--- src/hdl/sled_pkg.sv ---
//----------------------------------------------------------------
// Overview of operation
//----------------------------------------------------------------
// Overview of operation
// - Sample all conditions every tenth second
// - Operational LED on when running normally
// - Operational LED off in self-test or failure
// - Operational LED blinks during software download
// - Operational LED fast-blinks when panel-selected
// - Failure LED on for fault or reset
// - Failure LED off without failure conditions
// - Failure LED blinks while self-test runs
// - Test LED on for any active test
// - Test LED off with no test
// - Signal LED on unless loss of signal
// - Out-of-frame LED on if event in period
// - Alarm LED on for any receive alarm
// - Error-rate LED follows error-rate threshold
// - Error-rate LED only meaningful under ESF
package sled_pkg;

  //----------------------------------------------------------------
  // Timing
  //----------------------------------------------------------------
  localparam int unsigned CLK_HZ         = 10_000_000;
  localparam int unsigned SAMPLE_MS      = 100;  // Sampling period
  localparam int unsigned BLINK_HALF_MS  = 500;  // Normal blink half
  localparam int unsigned FAST_HALF_MS   = 100;  // Fast blink half
  localparam int unsigned SAMPLE_CYC_DEF = CLK_HZ / 1000 * SAMPLE_MS;
  localparam int unsigned BLINK_CYC_DEF  = CLK_HZ / 1000 * BLINK_HALF_MS;
  localparam int unsigned FAST_CYC_DEF   = CLK_HZ / 1000 * FAST_HALF_MS;

  //----------------------------------------------------------------
  // Register map (byte offsets)
  //----------------------------------------------------------------
  localparam logic [3:0] OFF_CTRL     = 4'h0;
  localparam logic [3:0] OFF_LEDS     = 4'h4;
  localparam logic [3:0] OFF_IRQ_STAT = 4'h8;
  localparam logic [3:0] OFF_IRQ_MASK = 4'hC;
  localparam logic       CTRL_RST     = 1'h1;  // ESF framing assumed
  localparam logic [3:0] MASK_RST     = 4'h0;
  localparam int         IRQ_W        = 4;
  localparam int         LED_W        = 7;
  // Interrupt bit positions
  localparam int IRQ_ALARM = 0;
  localparam int IRQ_OOF   = 1;
  localparam int IRQ_FAIL  = 2;
  localparam int IRQ_TEST  = 3;

  //----------------------------------------------------------------
  // Types
  //----------------------------------------------------------------
  typedef struct packed {
    logic self_test;   // Power-up or commanded self-test
    logic sys_fault;   // Device error or fault
    logic download;    // Software download active
    logic panel_sel;   // Selected by shared_diagnostic_panel
    logic test_local;  // Locally started test
    logic test_net;    // Network started test
    logic test_ext;    // Externally started test
    logic rx_los;      // Loss of signal
    logic rx_oof;      // Out-of-frame event pulse
    logic rx_lof;      // Loss of frame
    logic excessive_error_rate;
    logic rx_yellow;   // Yellow alarm
    logic rx_ais;      // Alarm indication signal
  } sled_cond_type;

  typedef struct packed {
    logic ok;                     // Operational state
    logic fail;                   // Failure
    logic test;                   // Test active
    logic rx_signal_present_led;  // Network signal
    logic oof;                    // Out of frame
    logic rx_alarm_led;           // Network alarm
    logic err_rate_led;           // Error rate
  } sled_led_type;

  typedef enum logic [1:0] {
    BUS_IDLE = 2'b00,
    BUS_ACK  = 2'b01
  } sled_bus_type;

endpackage

--- src/hdl/sled_top.sv ---
// Design decisions made here: the Avalon-MM register port and the address map.
`timescale 1ns/10ps
`default_nettype none
module sled_top
  import sled_pkg::*;
#(
  parameter int unsigned SAMPLE_CYCLES = SAMPLE_CYC_DEF,
  parameter int unsigned BLINK_CYCLES  = BLINK_CYC_DEF,
  parameter int unsigned FAST_CYCLES   = FAST_CYC_DEF
) (
  input  wire logic          ref_clk_in,
  input  wire logic          rst_n_in,
  input  wire sled_cond_type cond_in,
  input  wire logic [3:0]    avs_address_in,
  input  wire logic          avs_read_in,
  input  wire logic          avs_write_in,
  input  wire logic [31:0]   avs_writedata_in,
  input  wire logic [3:0]    avs_byteenable_in,
  output var  logic [31:0]   avs_readdata_out,
  output var  logic          avs_waitrequest_out,
  output var  logic          irq_out,
  output var  sled_led_type  led_out
);

  //----------------------------------------------------------------
  // Reset synchroniser
  //----------------------------------------------------------------
  logic       rst_meta_reg;  // First stage
  logic       rst_n;         // Released copy

  // Assert at once, release after two edges
  always_ff @(posedge ref_clk_in or negedge rst_n_in) begin
    if (!rst_n_in) begin
      rst_meta_reg <= 1'b0;
      rst_n        <= 1'b0;
    end else begin
      rst_meta_reg <= 1'b1;
      rst_n        <= rst_meta_reg;
    end
  end

  //----------------------------------------------------------------
  // Sampling tick
  //----------------------------------------------------------------
  logic [31:0]   smp_cnt_reg;   // Sample prescaler
  logic          tick;          // Last cycle of period
  sled_cond_type smp_reg;       // Sampled conditions
  sled_cond_type smp_next;      // Value taken at tick
  logic          oof_acc_reg;   // Out-of-frame seen in period
  logic          oof_smp_reg;   // Out-of-frame of last period
  logic          rst_hold_reg;  // Reset just occurred

  assign tick = (smp_cnt_reg == 32'(SAMPLE_CYCLES - 1));

  // Period counter
  always_ff @(posedge ref_clk_in or negedge rst_n) begin
    if (!rst_n) begin
      smp_cnt_reg <= 32'h0;
    end else if (tick) begin
      smp_cnt_reg <= 32'h0;
    end else begin
      smp_cnt_reg <= smp_cnt_reg + 32'h1;
    end
  end

  assign smp_next = cond_in;

  // Level conditions latched once per period
  always_ff @(posedge ref_clk_in or negedge rst_n) begin
    if (!rst_n) begin
      smp_reg <= '0;
    end else if (tick) begin
      smp_reg <= smp_next;
    end
  end

  // Out-of-frame events gathered over the period; a late event wins
  always_ff @(posedge ref_clk_in or negedge rst_n) begin
    if (!rst_n) begin
      oof_acc_reg <= 1'b0;
      oof_smp_reg <= 1'b0;
    end else if (tick) begin
      oof_smp_reg <= oof_acc_reg | cond_in.rx_oof;
      oof_acc_reg <= 1'b0;
    end else if (cond_in.rx_oof) begin
      oof_acc_reg <= 1'b1;
    end
  end

  // Failure LED held on for the first period after reset
  always_ff @(posedge ref_clk_in or negedge rst_n) begin
    if (!rst_n) begin
      rst_hold_reg <= 1'b1;
    end else if (tick) begin
      rst_hold_reg <= 1'b0;
    end
  end

  //----------------------------------------------------------------
  // Blink prescalers
  //----------------------------------------------------------------
  logic [1:0] phase;  // Index 0 normal, 1 fast

  generate
    for (genvar g = 0; g < 2; g++) begin : g_blink
      localparam int unsigned LIM = (g == 0) ? BLINK_CYCLES : FAST_CYCLES;
      logic [31:0] cnt_reg;    // Half period counter
      logic        phase_reg;  // Blink phase
      // Toggle the phase every half period
      always_ff @(posedge ref_clk_in or negedge rst_n) begin
        if (!rst_n) begin
          cnt_reg   <= 32'h0;
          phase_reg <= 1'b0;
        end else if (cnt_reg == 32'(LIM - 1)) begin
          cnt_reg   <= 32'h0;
          phase_reg <= ~phase_reg;
        end else begin
          cnt_reg <= cnt_reg + 32'h1;
        end
      end
      assign phase[g] = phase_reg;
    end
  endgenerate

  //----------------------------------------------------------------
  // Control register
  //----------------------------------------------------------------
  logic esf_reg;  // ESF framing in use

  //----------------------------------------------------------------
  // LED drive
  //----------------------------------------------------------------
  sled_led_type led_next;  // Next LED pattern
  logic         any_test;  // Any test of any origin
  logic         alarm;     // Any receive alarm

  assign any_test = smp_reg.test_local | smp_reg.test_net |
                    smp_reg.test_ext;
  assign alarm    = smp_reg.rx_los | smp_reg.rx_lof |
                    smp_reg.excessive_error_rate |
                    smp_reg.rx_yellow | smp_reg.rx_ais;

  // Decode sampled state into LED pattern
  always_comb begin
    led_next = '0;
    // Operational LED: off wins, then fast, then normal blink
    if (smp_reg.self_test || smp_reg.sys_fault) begin
      led_next.ok = 1'b0;
    end else if (smp_reg.panel_sel) begin
      led_next.ok = phase[1];
    end else if (smp_reg.download) begin
      led_next.ok = phase[0];
    end else begin
      led_next.ok = 1'b1;
    end
    // Failure LED: self-test blink wins over steady on
    if (smp_reg.self_test) begin
      led_next.fail = phase[0];
    end else if (smp_reg.sys_fault || rst_hold_reg) begin
      led_next.fail = 1'b1;
    end else begin
      led_next.fail = 1'b0;
    end
    led_next.test                  = any_test;
    led_next.rx_signal_present_led = ~smp_reg.rx_los;
    led_next.oof                   = oof_smp_reg;
    led_next.rx_alarm_led          = alarm;
    // Error-rate indication suppressed outside ESF
    led_next.err_rate_led = smp_reg.excessive_error_rate & esf_reg;
  end

  // LED outputs straight from flops
  always_ff @(posedge ref_clk_in or negedge rst_n) begin
    if (!rst_n) begin
      led_out <= '0;
    end else begin
      led_out <= led_next;
    end
  end

  //----------------------------------------------------------------
  // Avalon-MM slave
  //----------------------------------------------------------------
  sled_bus_type     bus_reg;    // Handshake state
  logic             req;        // Request pending
  logic             wr_take;    // Write takes effect
  logic [IRQ_W-1:0] stat_reg;   // Sticky events
  logic [IRQ_W-1:0] mask_reg;   // Interrupt enables
  logic [IRQ_W-1:0] evt;        // Events this cycle
  logic [IRQ_W-1:0] clr;        // Write-one-to-clear

  // Address match for one register
  function automatic logic hit(input logic [3:0] a, input logic [3:0] o);
    return a == o;
  endfunction

  assign req     = avs_read_in | avs_write_in;
  assign wr_take = (bus_reg == BUS_ACK) && avs_write_in &&
                   avs_byteenable_in[0];

  // Answer one cycle after the request; waitrequest low one cycle
  always_ff @(posedge ref_clk_in or negedge rst_n) begin
    if (!rst_n) begin
      bus_reg             <= BUS_IDLE;
      avs_waitrequest_out <= 1'b1;
    end else begin
      unique case (bus_reg)
        BUS_IDLE: begin
          if (req) begin
            bus_reg             <= BUS_ACK;
            avs_waitrequest_out <= 1'b0;
          end
        end
        BUS_ACK: begin
          bus_reg             <= BUS_IDLE;
          avs_waitrequest_out <= 1'b1;
        end
        default: begin
          bus_reg             <= BUS_IDLE;
          avs_waitrequest_out <= 1'b1;
        end
      endcase
    end
  end

  // Read data loaded as waitrequest drops; unmapped reads zero
  always_ff @(posedge ref_clk_in or negedge rst_n) begin
    if (!rst_n) begin
      avs_readdata_out <= 32'h0;
    end else if (bus_reg == BUS_IDLE && avs_read_in) begin
      avs_readdata_out <= 32'h0;
      if (hit(avs_address_in, OFF_CTRL)) begin
        avs_readdata_out[0] <= esf_reg;
      end else if (hit(avs_address_in, OFF_LEDS)) begin
        avs_readdata_out[LED_W-1:0] <= led_out;
      end else if (hit(avs_address_in, OFF_IRQ_STAT)) begin
        avs_readdata_out[IRQ_W-1:0] <= stat_reg;
      end else if (hit(avs_address_in, OFF_IRQ_MASK)) begin
        avs_readdata_out[IRQ_W-1:0] <= mask_reg;
      end
    end
  end

  // Control and mask writes
  always_ff @(posedge ref_clk_in or negedge rst_n) begin
    if (!rst_n) begin
      esf_reg  <= CTRL_RST;
      mask_reg <= MASK_RST;
    end else if (wr_take) begin
      if (hit(avs_address_in, OFF_CTRL)) begin
        esf_reg <= avs_writedata_in[0];
      end
      if (hit(avs_address_in, OFF_IRQ_MASK)) begin
        mask_reg <= avs_writedata_in[IRQ_W-1:0];
      end
    end
  end

  //----------------------------------------------------------------
  // Interrupts
  //----------------------------------------------------------------
  // Alarm, failure and test events are new conditions at a sampling tick; out-of-frame is any event in the period
  assign evt[IRQ_ALARM] = tick & ~alarm &
                          (smp_next.rx_los | smp_next.rx_lof |
                           smp_next.excessive_error_rate |
                           smp_next.rx_yellow | smp_next.rx_ais);
  assign evt[IRQ_OOF]   = tick & (oof_acc_reg | cond_in.rx_oof);
  assign evt[IRQ_FAIL]  = tick & smp_next.sys_fault & ~smp_reg.sys_fault;
  assign evt[IRQ_TEST]  = tick & ~any_test &
                          (smp_next.test_local | smp_next.test_net |
                           smp_next.test_ext);
  assign clr = (wr_take && hit(avs_address_in, OFF_IRQ_STAT)) ?
               avs_writedata_in[IRQ_W-1:0] : '0;

  generate
    for (genvar i = 0; i < IRQ_W; i++) begin : g_irq
      // Sticky bit; a set in the clear cycle wins
      always_ff @(posedge ref_clk_in or negedge rst_n) begin
        if (!rst_n) begin
          stat_reg[i] <= 1'b0;
        end else begin
          stat_reg[i] <= (stat_reg[i] & ~clr[i]) | evt[i];
        end
      end
    end
  endgenerate

  // Level interrupt from unmasked sticky bits
  always_ff @(posedge ref_clk_in or negedge rst_n) begin
    if (!rst_n) begin
      irq_out <= 1'b0;
    end else begin
      irq_out <= |(stat_reg & mask_reg);
    end
  end
endmodule // sled_top
`default_nettype wire

--- config.mk ---
export PLATFORM = sky130hd
export DESIGN_NAME = sled_top
export DESIGN_NICKNAME = d
export VERILOG_FILES = /design/src/hdl/sled_pkg.sv /design/src/hdl/sled_top.sv
export SDC_FILE = /design/constraint.sdc
export NUM_CORES = 1
export LEC_CHECK = 0
export ABC_CLOCK_PERIOD_IN_PS = 5500
export BUFFER_PORTS_ARGS = -buffer_cell sky130_fd_sc_hd__buf_2
export CORE_ASPECT_RATIO = 1.1
export CORE_MARGIN = 4
export CORE_UTILIZATION = 40
export CTS_CLUSTER_DIAMETER = 100
export DETAILED_ROUTE_END_ITERATION = 16
export PLACE_DENSITY = 0.7
export REMOVE_ABC_BUFFERS = 1
export SYNTH_ARGS = -nofsm -noshare
export SYNTH_HDL_FRONTEND = slang
export SYNTH_SLANG_ARGS = --single-unit
--- constraint.sdc ---
create_clock -name ref_clk_in -period 5.5 [get_ports ref_clk_in]
set_input_delay 0.275 -clock ref_clk_in [delete_from_list [all_inputs] [get_ports ref_clk_in]]
set_output_delay 0.275 -clock ref_clk_in [all_outputs]
set_load 0.01 [all_outputs]
==> results of run 1 <==
[logic make-up after synthesis]
logic type / after synthesis / share of synthesized area [%]
compound gates: 71 / 6.339
xor+xnor: 70 / 9.029
fa+ha+maj: 3 / 0.5529
buf+inv: 61 / 5.159
flops: 141 / 52.02
mux: 19 / 3.335
other cells: 2 / 0.1106
simple gates: 272 / 23.46
[layout by cell type, fill, tap and decap left out, types with 4 or more instances in the layout]
| cell | netlist | layout |
|---|---|---|
| and4_1 | 14 | 14 |
| clkbuf_16 | 0 | 17 |
| or4_1 | 4 | 4 |
| a21oi_1 | 15 | 15 |
| nor4_2 | 6 | 6 |
| and2_1 | 6 | 6 |
| nand2_1 | 49 | 49 |
| nor2_1 | 32 | 32 |
| xnor2_1 | 45 | 45 |
| and3_1 | 15 | 15 |
| or3_1 | 10 | 10 |
| nor3_1 | 26 | 26 |
| a22oi_1 | 5 | 5 |
| buf_2 | 3 | 41 |
| inv_1 | 23 | 23 |
| dfrtp_1 | 138 | 137 |
| nand3_1 | 34 | 34 |
| o21ai_0 | 31 | 31 |
| clkinv_4 | 0 | 4 |
| nand3_2 | 4 | 4 |
| nand4_1 | 32 | 32 |
| nor4_1 | 15 | 15 |
| xor2_1 | 25 | 25 |
| conb_1 | 2 | 26 |
| a31o_2 | 4 | 4 |
| mux2_2 | 12 | 12 |
[final timing paths]
check / start / cells past startpoint / slack, ns / end
worst max-delay path: smp_cnt_reg[7]$_DFF_PN0_ / 4 / 3.07 / smp_reg[8]$_DFFE_PN0N_
worst min-delay path: cond_in[12] / 2 / 0.08 / smp_reg[12]$_DFFE_PN0N_
worst max register to register: smp_cnt_reg[7]$_DFF_PN0_ / 4 / 3.07 / smp_reg[8]$_DFFE_PN0N_
worst min register to register: rst_meta_reg$_DFF_PN0_ / 0 / 0.35 / rst_n$_DFF_PN0_
max in group asynchronous: rst_n$_DFF_PN0_ / 1 / 3.61 / led_out[4]$_DFF_PN0_
min in group asynchronous: rst_n_in / 2 / 0.18 / rst_n$_DFF_PN0_
[Yosys cell counts (3+ instances only)]
master / number
dfrtp_1: 138
nand2_1: 49
xnor2_1: 45
nand3_1: 34
nand4_1: 32
nor2_1: 32
o21ai_0: 31
nor3_1: 26
buf_4: 25
xor2_1: 25
inv_1: 23
a21oi_1: 15
and3_1: 15
nor4_1: 15
and4_1: 14
mux2_2: 12
or3_1: 10
and2_1: 6
nor4_2: 6
a22oi_1: 5
clkbuf_1: 5
a31o_2: 4
nand3_2: 4
or4_1: 4
a22o_1: 3
buf_2: 3
buf_6: 3
dfstp_2: 3
ha_1: 3
mux2_1: 3
nand2b_1: 3
nand4b_1: 3
nor4b_1: 3
o31ai_1: 3
[stage by stage]
step | instances | hold WS [ns] | total power (W)
after global routing | 905 | 0.06969 | 0.002308
after CTS | 905 | 0.07123 | 0.002241
final | 905 | 0.07772 | 0.002219
after global placement | 872 | 0.06111 | 0.001168
after floorplan | 625 | -0.02059 | 0.001136
after detailed placement | 872 | 0.06457 | 0.001170
[cell type report]
type | count | area (um^2)
fillers | 1531 | 8835
clock inverters | 12 | 115.1
inverters | 23 | 86.33
repair buffers | 44 | 230.2
clock buffers | 20 | 436.7
multi-input cells | 461 | 2998
flip-flops and latches | 141 | 3536
well taps | 204 | 255.2
[power by group]
part | switching (W) | total, W | internal (W)
sequential | 0.0000197 | 0.00108 | 0.00106
clock | 0.000444 | 0.00107 | 0.000625
combinational | 0.0000448 | 0.0000732 | 0.0000284
total | 0.000508 | 0.00222 | 0.00171
[routing by layer]
layer / up-vias / track usage, % / share of wire, %
li1: 2363 / - / -
met1: 2352 / 19.05 / 48
met2: 80 / 22.31 / 47
met3: 17 / 3.907 / 4.3
met4: 0 / 4.705 / 1.4
met5: - / 0 / 0
[worst max-delay path, delay by kind of cell (launching register included)]
kind             cells  cell delay (ns)
muxes                1             0.41
DFF                  1             0.44
and+or+nand+nor      3             1.46
==> run_results.csv, run 1 <==
group,metric,value,unit
outcome,status,"finished, final reports clean",
route,drtPass1Iterations,4,
worst_setup_path,cp-end-kind,"flop",
global_routing,grt_pass1_wl,22.18,mm
worst_setup_path,arrival,2.73,ns
yosys,yosysTopAreaCell,"dfrtp_1",
clock_network,cts_buffers,17,
floorplanning,num_rows,49,
timing,fin_tns_setup,0,ns
timing,max-slew-margin-rel,31.82,%
clock_network,cts.sinks,141,
yosys,ys_ff_latch,141,
place,place.gp.congestion,0.7778,
timing,timing.final.crit_share,44.19,%
global_routing,grt_usage,14.12,%
clock_network,ctsHoldBuffers,1,
timing,finalHoldViolCount,0,
yosys,ys_seq_area_share,52.02,%
worst_setup_path,cp_slowest_cell,"nor3_4",
yosys,netlist_instances,639,
route,drc,0,
clock_network,cts.root.buffer_cell,"clkbuf_16",
job,maxCapViolCount,0,
route,viasPerCell,5.317,
floorplanning,floorplan.initialDensity,41.17,%
cells_and_area,fin_nets,748,
pwr,p_per_area,289.7,nW/um^2
cells_and_area,utilization,46.43,%
worst_hold_path,hold_path.class,"in2reg",
cells_and_area,antenna_cells,0,
timing,final-setup-viol-count,0,
worst_setup_path,critPathRequiredTime,5.80,ns
place,hpwl,8.776,mm
floorplanning,die_w,132.2,um
place,preCtsSetupSlack,3.033,ns
route,routed_wl,12.75,mm
global_routing,grt_max_degree,74,
floorplanning,fp.dieArea,19130,um^2
timing,setup_slack,3.069,ns
place,placed_area,7096,um^2
yosys,synth_edf_count,0,
route,num_vias,4812,
worst_setup_path,crit_type,"reg2reg",
yosys,ys.flop_type,"dfrtp_1",
clock_network,insertion_delay,0.42,ns
global_routing,grt_overflow,0,
yosys,synth_top_area_share,50.86,%
timing,worstMarginPinSlew,1.013,ns
timing,finalCriticalPeriod,2.431,ns
worst_setup_path,slowest_delay,0.84,ns
timing,slew_violations,0,
route,ant_nets,0,
global_routing,first_global_vias,4627,
route,drt-initial-drc-count,335,
clock_network,clkTransAtPathRegs,0.06,ns
route,wire_per_inst,14.09,um
timing,fmax,411.4,MHz
yosys,synthArstFlopShare,100.0,%
clock_network,htree_levels,4,
clock_network,cts-resized-gates,0,
cells_and_area,final_area,7657,um^2
yosys,synth.area.top_cells,"dfrtp_1 (51%), xnor2_1 (5.8%), xor2_1 (3.2%)",
worst_setup_path,cp_max_fo,18,
pwr,p_leak,3.427,nW
yosys,yosys.cell_types.count,62,
yosys,netlist_area,6790,um^2
cells_and_area,area_growth,12.77,%
clock_network,clockBufferDepth,2,
floorplanning,ioPinCount,98,
worst_setup_path,path_cells,"nor4_2 -> nand4_2 -> nor3_4 -> mux2_2",
yosys,synth_warnings,0,
clock_network,tritoncts,"built",
timing,skew,0.01086,ns
yosys,syn_area_per_cell,10.63,um^2
timing,rsz0062_at_grt,"no",
pwr,peakVddDrop,0.0002221,V
place,port_buffers,41,
cells_and_area,largest_reg_flops,64,
worst_setup_path,critPathLaunchType,"flop",
global_routing,antenna_found_initial,0,
cells_and_area,drive_gt1_share,15.98,%
floorplanning,die_y,144.7,um
clock_network,cts_setup_buffers,0,
floorplanning,fp.coreArea,16490,um^2
No activity file was read; power rests on OpenSTA's default activity.
==> run 2, diff against run 1 <==
--- a/config.mk
+++ b/config.mk
@@ -5,7 +5,8 @@
 export SDC_FILE = /design/constraint.sdc
 export NUM_CORES = 1
 export LEC_CHECK = 0
-export ABC_CLOCK_PERIOD_IN_PS = 5500
+export ABC_AREA = 1
+export ABC_CLOCK_PERIOD_IN_PS = 2300
 export BUFFER_PORTS_ARGS = -buffer_cell sky130_fd_sc_hd__buf_2
 export CORE_ASPECT_RATIO = 1.1
 export CORE_MARGIN = 4
==> constraint.sdc (replaced) <==
create_clock -name ref_clk_in -period 2.3 [get_ports ref_clk_in]
set_input_delay 0.115 -clock ref_clk_in [delete_from_list [all_inputs] [get_ports ref_clk_in]]
set_output_delay 0.115 -clock ref_clk_in [all_outputs]
set_load 0.01 [all_outputs]
==> run 2 against run 1 <==
Effect of this change: global-route usage grew 2.1 points; first-iteration DRC count is 7.8% higher; largest power group is now clock; critical path depth increased by 4; cell count grew 63%; synthesized cell count increased by 77%; total power rose by 150%; cell area increased by 19%; non-clock buffer count grew 23; sequential cell count unchanged; critical path type unchanged.
==> run_results.csv, run 2 <==
group,metric,value,unit
yosys,muxShareOfSynthArea,0,%
pwr,p_sw,0.001225,W
worst_hold_path,hp-start,"avs_byteenable_in[0]",
clock_network,tritoncts,"built",
route,routed_wl,16.81,mm
clock_network,cts_setup_buffers,0,
cells_and_area,multi_input_area,3537,um^2
global_routing,antenna_found_initial,0,
yosys,synth_warnings,0,
clock_network,cts.root.buffer_cell,"clkbuf_16",
global_routing,grt_pass1_wl,29.02,mm
route,viasPerCell,4.534,
floorplanning,die_y,154.9,um
timing,fin_tns_setup,0,ns
place,port_buffers,41,
floorplanning,num_rows,53,
route,wire_per_inst,11.41,um
floorplanning,floorplan.initialDensity,40.93,%
worst_setup_path,r2r-end,"g_blink[1].cnt_reg[18]$_DFF_PN0_",
timing,finalHoldViolCount,0,
worst_setup_path,worstRegToRegCells,8,
worst_setup_path,reg2reg_slack,0.47,ns
cells_and_area,fin_nets,1273,
yosys,ys_ff_latch,141,
pwr,p_leak,4.643,nW
cells_and_area,nFillCells,1924,
clock_network,cts_buffers,17,
cells_and_area,final_cell_mix,"nand2_1 (379), nor2_1 (233), inv_1 (168), dfrtp_1 (137), nand3_1 (64)",
worst_setup_path,arrival,2.12,ns
timing,rsz0062_at_grt,"no",
clock_network,htree_levels,4,
place,place.gp.congestion,0.9145,
worst_setup_path,cp_max_fo,11,
yosys,syn_area_per_cell,6.917,um^2
cells_and_area,drive_gt1_share,7.749,%
yosys,yosysTopAreaCell,"dfrtp_1",
timing,setup_slack,0.4692,ns
cells_and_area,register_area,3536,um^2
yosys,synth.area.top_cells,"dfrtp_1 (44%), nand2_1 (18%), nor2_1 (11%)",
timing,worstMarginPinSlew,0.5058,ns
pwr,pwr-share-comb,3.4,%
route,drc,0,
yosys,synth_top_area_share,44.03,%
timing,slew_violations,0,
timing,max-slew-margin-rel,66.28,%
cells_and_area,antenna_cells,0,
floorplanning,ioPinCount,98,
yosys,synthAdderAreaFrac,0.4785,%
yosys,synthSimpleGateAreaFrac,36.58,%
pwr,switching_share,22.51,%
yosys,synth_top_family_by_area,"simple AND/OR/NAND/NOR gates",
pwr,p_clk_share,49.9,%
clock_network,insertion_delay,0.42,ns
worst_setup_path,slowest_delay,0.42,ns
timing,timing.final.crit_share,79.60,%
pwr,p_per_area,599.8,nW/um^2
cells_and_area,instances_no_fill,1473,
yosys,ys_seq_area_share,45.03,%
yosys,synth_edf_count,0,
timing,fmax,546.2,MHz
global_routing,first_global_vias,6350,
place,hpwl,12.62,mm
timing,whs,0.1002,ns
worst_setup_path,crit_type,"reg2reg",
route,drt-initial-drc-count,361,
outcome,status,"finished, final reports clean",
cells_and_area,largest_reg_flops,64,
cells_and_area,final_common_cell,"nand2_1",
yosys,netlist_area,7844,um^2
floorplanning,fp.coreArea,19160,um^2
worst_setup_path,cp_slowest_cell,"dfrtp_1",
worst_setup_path,cp-end-kind,"flop",
worst_setup_path,path_cells,"ha_1 -> inv_1 -> nor2_2 -> nand4_1 -> nor2_1 -> nand2_1 -> inv_1 -> nor2_1",
yosys,yosys.cell_types.count,26,
clock_network,cts.sinks,141,
floorplanning,fp.dieArea,21920,um^2
global_routing,grt_usage,16.17,%
yosys,ys.flop_type,"dfrtp_1",
job,maxCapViolCount,0,
yosys,netlist_top_cells_count,"nand2_1 (379), nor2_1 (233), inv_1 (168), dfrtp_1 (138), nand3_1 (64)",
clock_network,clockBufferDepth,2,
global_routing,grt_max_degree,44,
global_routing,grt_overflow,0,
clock_network,clkTransAtPathRegs,0.06,ns
worst_hold_path,holdPathStages,5,
yosys,yosysMostFrequentCell,"nand2_1",
floorplanning,die_w,141.5,um
route,ant_nets,0,
pwr,seq_power_share,46.6,%
yosys,synth_xor_area_share,4.578,%
route,drtPass1Iterations,7,
worst_setup_path,timing.rr.start,"g_blink[1].cnt_reg[0]$_DFF_PN0_",
worst_hold_path,hold_path.class,"in2reg",
worst_setup_path,critPathLaunchType,"flop",
pwr,peakVddDrop,0.0004711,V
timing,final-setup-viol-count,0,
yosys,synthArstFlopShare,100.0,%
worst_setup_path,critPathRequiredTime,2.59,ns
worst_hold_path,min_to,"esf_reg$_DFFE_PN1P_",
timing,finalCriticalPeriod,1.831,ns
route,num_vias,6678,
cells_and_area,area_growth,15.70,%
yosys,synth_compound_gate_area_share,2.217,%
pwr,p_int,0.004218,W
timing,skew,0.009465,ns
place,preCtsSetupSlack,0.4768,ns
yosys,netlist_instances,1134,
place,placed_cells,1420,
[run 2: cell types whose count changed after synthesis, sizes merged, moves of 19 or more]
cell,before,now
nor4,22,0
nor3,28,9
inv,23,168
nand4,33,9
xnor2,45,9
nand3,38,65
nor2,32,246
nand2,49,380
[run 2: logic make-up (layout without fill, tap and decap cells)]
| group | count (synthesis) | in the layout |
|---|---|---|
| fa+ha+maj | 3 | 3 |
| compound gates | 33 | 33 |
| xor+xnor | 41 | 41 |
| flops | 141 | 141 |
| other cells | 2 | 26 |
| simple gates | 715 | 715 |
| buf+inv | 199 | 267 |
[run 2: routing by layer]
metal | up-vias | share of wire (%) | GRT usage [%]
met5 | - | 0 | 0
met4 | 0 | 1.5 | 4.342
met3 | 17 | 4.3 | 3.443
met2 | 117 | 47 | 26.95
met1 | 3011 | 47 | 21.48
li1 | 3533 | - | -
[run 2: how the worst max path moves through the flow]
stage	from	end	slack (ns)	cells past startpoint
after global routing	g_blink[1].cnt_reg[0]$_DFF_PN0_	g_blink[1].cnt_reg[9]$_DFF_PN0_	0.20	8
after global placement	g_blink[1].cnt_reg[0]$_DFF_PN0_	g_blink[1].cnt_reg[19]$_DFF_PN0_	0.51	8
after CTS	g_blink[1].cnt_reg[0]$_DFF_PN0_	g_blink[1].cnt_reg[14]$_DFF_PN0_	0.46	8
after floorplan	rst_n$_DFF_PN0_	avs_readdata_out[0]$_DFFE_PN0P_	-1.91	0
after detailed placement	g_blink[1].cnt_reg[0]$_DFF_PN0_	g_blink[1].cnt_reg[19]$_DFF_PN0_	0.48	8
final	g_blink[1].cnt_reg[0]$_DFF_PN0_	g_blink[1].cnt_reg[18]$_DFF_PN0_	0.47	8
[run 2: critical path, delay by kind of cell, from the launching register on]
| kind | cells | cell delay (ns) |
|---|---|---|
| adder cells (fa/ha/maj) | 1 | 0.26 |
| buffers and inverters | 2 | 0.41 |
| flip-flops | 1 | 0.42 |
| AND/OR/NAND/NOR | 5 | 0.60 |
[run 2: repair_timing]
item / 4_1_cts / 5_1_grt
gates resized for setup: 0 / 0
hold endpoints to repair: 23 / 0
hold buffers: 21 / 0
[run 2: power groups by stage]
stage | Sequential, W | Clock, W | Combinational (W)
detailed placement | 0.00258 | 0 | 0.000162
finish | 0.00254 | 0.00272 | 0.000187
global route | 0.00254 | 0.00290 | 0.000213
global placement | 0.00258 | 0 | 0.000158
CTS | 0.00254 | 0.00278 | 0.000189
floorplan | 0.00261 | 0 | 0.0000607
[run 2: cell type report]
type                            count  area share [%]
Multi-Input combinational cell    818           38.98
Inverter                          168           6.949
Timing Repair Buffer               67           5.267
Clock buffer                       20           4.922
Sequential cell                   141           38.96
Tap cell                          247           3.405
Clock inverter                     12           1.517
[run 2: metrics by stage]
stage	total power [W]	utilization, %	instance area [um^2]
6_report	0.005443	47.35	9075
3_5_place_dp	0.002746	43.21	8280
2_1_floorplan	0.002669	-	7700
4_1_cts	0.005505	47.35	9075
3_3_place_gp	0.002741	43.21	8280
5_1_grt	0.005655	47.35	9075
==> run 3, diff against run 2 <==
--- a/config.mk
+++ b/config.mk
@@ -5,8 +5,8 @@
 export SDC_FILE = /design/constraint.sdc
 export NUM_CORES = 1
 export LEC_CHECK = 0
-export ABC_AREA = 1
-export ABC_CLOCK_PERIOD_IN_PS = 2300
+export ABC_AREA = 0
+export ABC_CLOCK_PERIOD_IN_PS = 1800
 export BUFFER_PORTS_ARGS = -buffer_cell sky130_fd_sc_hd__buf_2
 export CORE_ASPECT_RATIO = 1.1
 export CORE_MARGIN = 4
==> constraint.sdc (replaced) <==
create_clock -name ref_clk_in -period 1.8 [get_ports ref_clk_in]
set_input_delay 0.09 -clock ref_clk_in [delete_from_list [all_inputs] [get_ports ref_clk_in]]
set_output_delay 0.09 -clock ref_clk_in [all_outputs]
set_load 0.01 [all_outputs]
==> run 3 against run 2 <==
Effect of this change: the run now ends with setup timing left; register-to-register slack got worse by 0.48 ns; sequential cell count did not move; clock power rose by 34%; count of clock-buffer cells in the layout fell by 1; sequential share of layout area rose by 0.95 points; hold slack got worse by 0.027 ns; utilization rose by 6.4 points.
==> run_results.csv, run 3 (synthesis gave the netlist of run 1 again) <==
group,metric,value,unit
floorplanning,floorplan.initialDensity,41.17,%
worst_setup_path,critPathRequiredTime,2.12,ns
floorplanning,num_rows,49,
timing,fin_tns_setup,-0.009265,ns
worst_setup_path,crit_type,"reg2reg",
pwr,pwr-share-comb,4.2,%
global_routing,grt_max_degree,84,
timing,whs,0.07291,ns
floorplanning,fp.coreArea,16490,um^2
cells_and_area,register_area,3536,um^2
pwr,power,0.007223,W
cells_and_area,area_growth,30.48,%
pwr,seq_power_share,45.2,%
clock_network,cts.root.buffer_cell,"clkbuf_16",
clock_network,tritoncts,"built",
worst_setup_path,cp_max_fo,4,
global_routing,grt-busiest-layer,"met2",
global_routing,first_global_vias,5051,
global_routing,grt_usage,15.75,%
cells_and_area,instances_no_fill,1019,
place,port_buffers,41,
timing,skew,0.007391,ns
outcome,status,"complete, but fails checks",
pwr,peakVddDrop,0.0006839,V
job,maxCapViolCount,0,
floorplanning,ioPinCount,98,
place,hpwl,9.652,mm
cells_and_area,largest_reg_flops,64,
timing,slew_violations,0,
global_routing,met1_usage,20.13,%
pwr,p_int,0.005605,W
global_routing,met3_usage,3.700,%
cells_and_area,drive_gt1_share,27.48,%
global_routing,grt_overflow,0,
pwr,p_per_area,815.3,nW/um^2
global_routing,antenna_found_initial,0,
timing,setup_slack,-0.009265,ns
floorplanning,die_y,144.7,um
route,viasPerCell,5.148,
timing,finalCriticalPeriod,1.809,ns
timing,finalHoldViolCount,0,
cells_and_area,multi_input_area,3193,um^2
route,drtPass1Iterations,5,
worst_setup_path,cp-end-kind,"flop",
clock_network,clkTransAtPathRegs,0.06,ns
place,placed_cells,952,
route,wire_per_inst,14.57,um
worst_setup_path,arrival,2.13,ns
timing,fmax,552.7,MHz
pwr,p_sw,0.001618,W
floorplanning,die_w,132.2,um
global_routing,grt_use_met2,26.39,%
global_routing,grt_pass1_wl,24.56,mm
pwr,p_leak,4.118,nW
route,routed_wl,14.85,mm
cells_and_area,final_common_cell,"dfrtp_1",
clock_network,insertion_delay,0.43,ns
timing,final-setup-viol-count,1,
timing,rsz0062_at_grt,"yes",
cells_and_area,utilization,53.72,%
clock_network,clockBufferDepth,2,
place,place.gp.congestion,0.8227,
pwr,p_clk_share,50.6,%
clock_network,cts_buffers,17,
clock_network,cts.sinks,141,
route,ant_nets,0,
outcome,violations,"setup timing",
cells_and_area,nFillCells,1379,
clock_network,htree_levels,4,
cells_and_area,fin_nets,862,
route,drt-initial-drc-count,283,
floorplanning,fp.dieArea,19130,um^2
route,num_vias,5246,
cells_and_area,antenna_cells,0,
pwr,switching_share,22.40,%
cells_and_area,final_cell_mix,"dfrtp_1 (137), buf_4 (88), nand2_1 (49), xnor2_1 (45), buf_2 (41)",
timing,timing.final.crit_share,100.5,%
worst_setup_path,critPathLaunchType,"flop",
route,drc,0,
worst_hold_path,hold_path.class,"in2reg",
-- run 3: stage by stage --
step	cell area, um^2	setup WS [ns]
CTS	8630	-0.04433
finish	8860	-0.009265
global route	8860	-0.08299
floorplan	6616	-2.414
global placement	7721	-0.06969
detailed placement	7721	-0.1199
-- run 3: path summary, 6_finish.rpt --
kind	start	end	slack, ns	depth (start not counted)
max in group asynchronous	rst_n$_DFF_PN0_	avs_waitrequest_out$_DFFE_PN1P_	1.04	1
setup reg to reg	g_blink[1].cnt_reg[28]$_DFF_PN0_	g_blink[1].cnt_reg[1]$_DFF_PN0_	-0.009	5
hold reg to reg	rst_n$_DFF_PN0_	g_blink[1].cnt_reg[27]$_DFF_PN0_	0.33	1
min in group asynchronous	rst_n$_DFF_PN0_	g_blink[1].cnt_reg[27]$_DFF_PN0_	0.33	1
hold / removal	avs_address_in[3]	avs_readdata_out[1]$_DFFE_PN0P_	0.07	3
setup / recovery	g_blink[1].cnt_reg[28]$_DFF_PN0_	g_blink[1].cnt_reg[1]$_DFF_PN0_	-0.009	5
-- run 3: worst max-delay path, cell delays in order, from the launching register on --
cell     delay, ns
dfrtp_1       0.41
nor4_1        0.36
nand4_1       0.29
nor3_4        0.31
buf_4         0.17
and2b_1       0.17
-- run 3: what timing repair did --
action                                  4_1_cts  5_1_grt
hold endpoints to repair                     29        0
hold buffers                                 23        0
cloned                                        0        1
pin swaps                                     5        8
gates resized for setup                      10       31
endpoints found under the setup margin       23       32
setup buffers                                 2        9
-- run 3: routing by layer --
layer	vias to the layer above	routed length [um]
li1	2584	-
met1	2564	6760
met2	78	7381
met3	20	440
met4	0	265
met5	-	0
-- run 3: area by class of cell --
cell class | count | area share, %
clock inverters | 13 | 1.991
repair buffers | 157 | 13.20
well taps | 204 | 2.881
flip-flops and latches | 141 | 39.91
clock buffers | 19 | 4.999
multi-input cells | 462 | 36.04
inverters | 23 | 0.9744
-- run 3: power groups by stage --
stage	Combinational [W]	Clock (W)	Sequential (W)
finish	0.000306	0.00365	0.00326
global route	0.000346	0.00389	0.00327
CTS	0.000305	0.00374	0.00326
detailed placement	0.000266	0	0.00332
global placement	0.000262	0	0.00332
floorplan	0.000102	0	0.00337
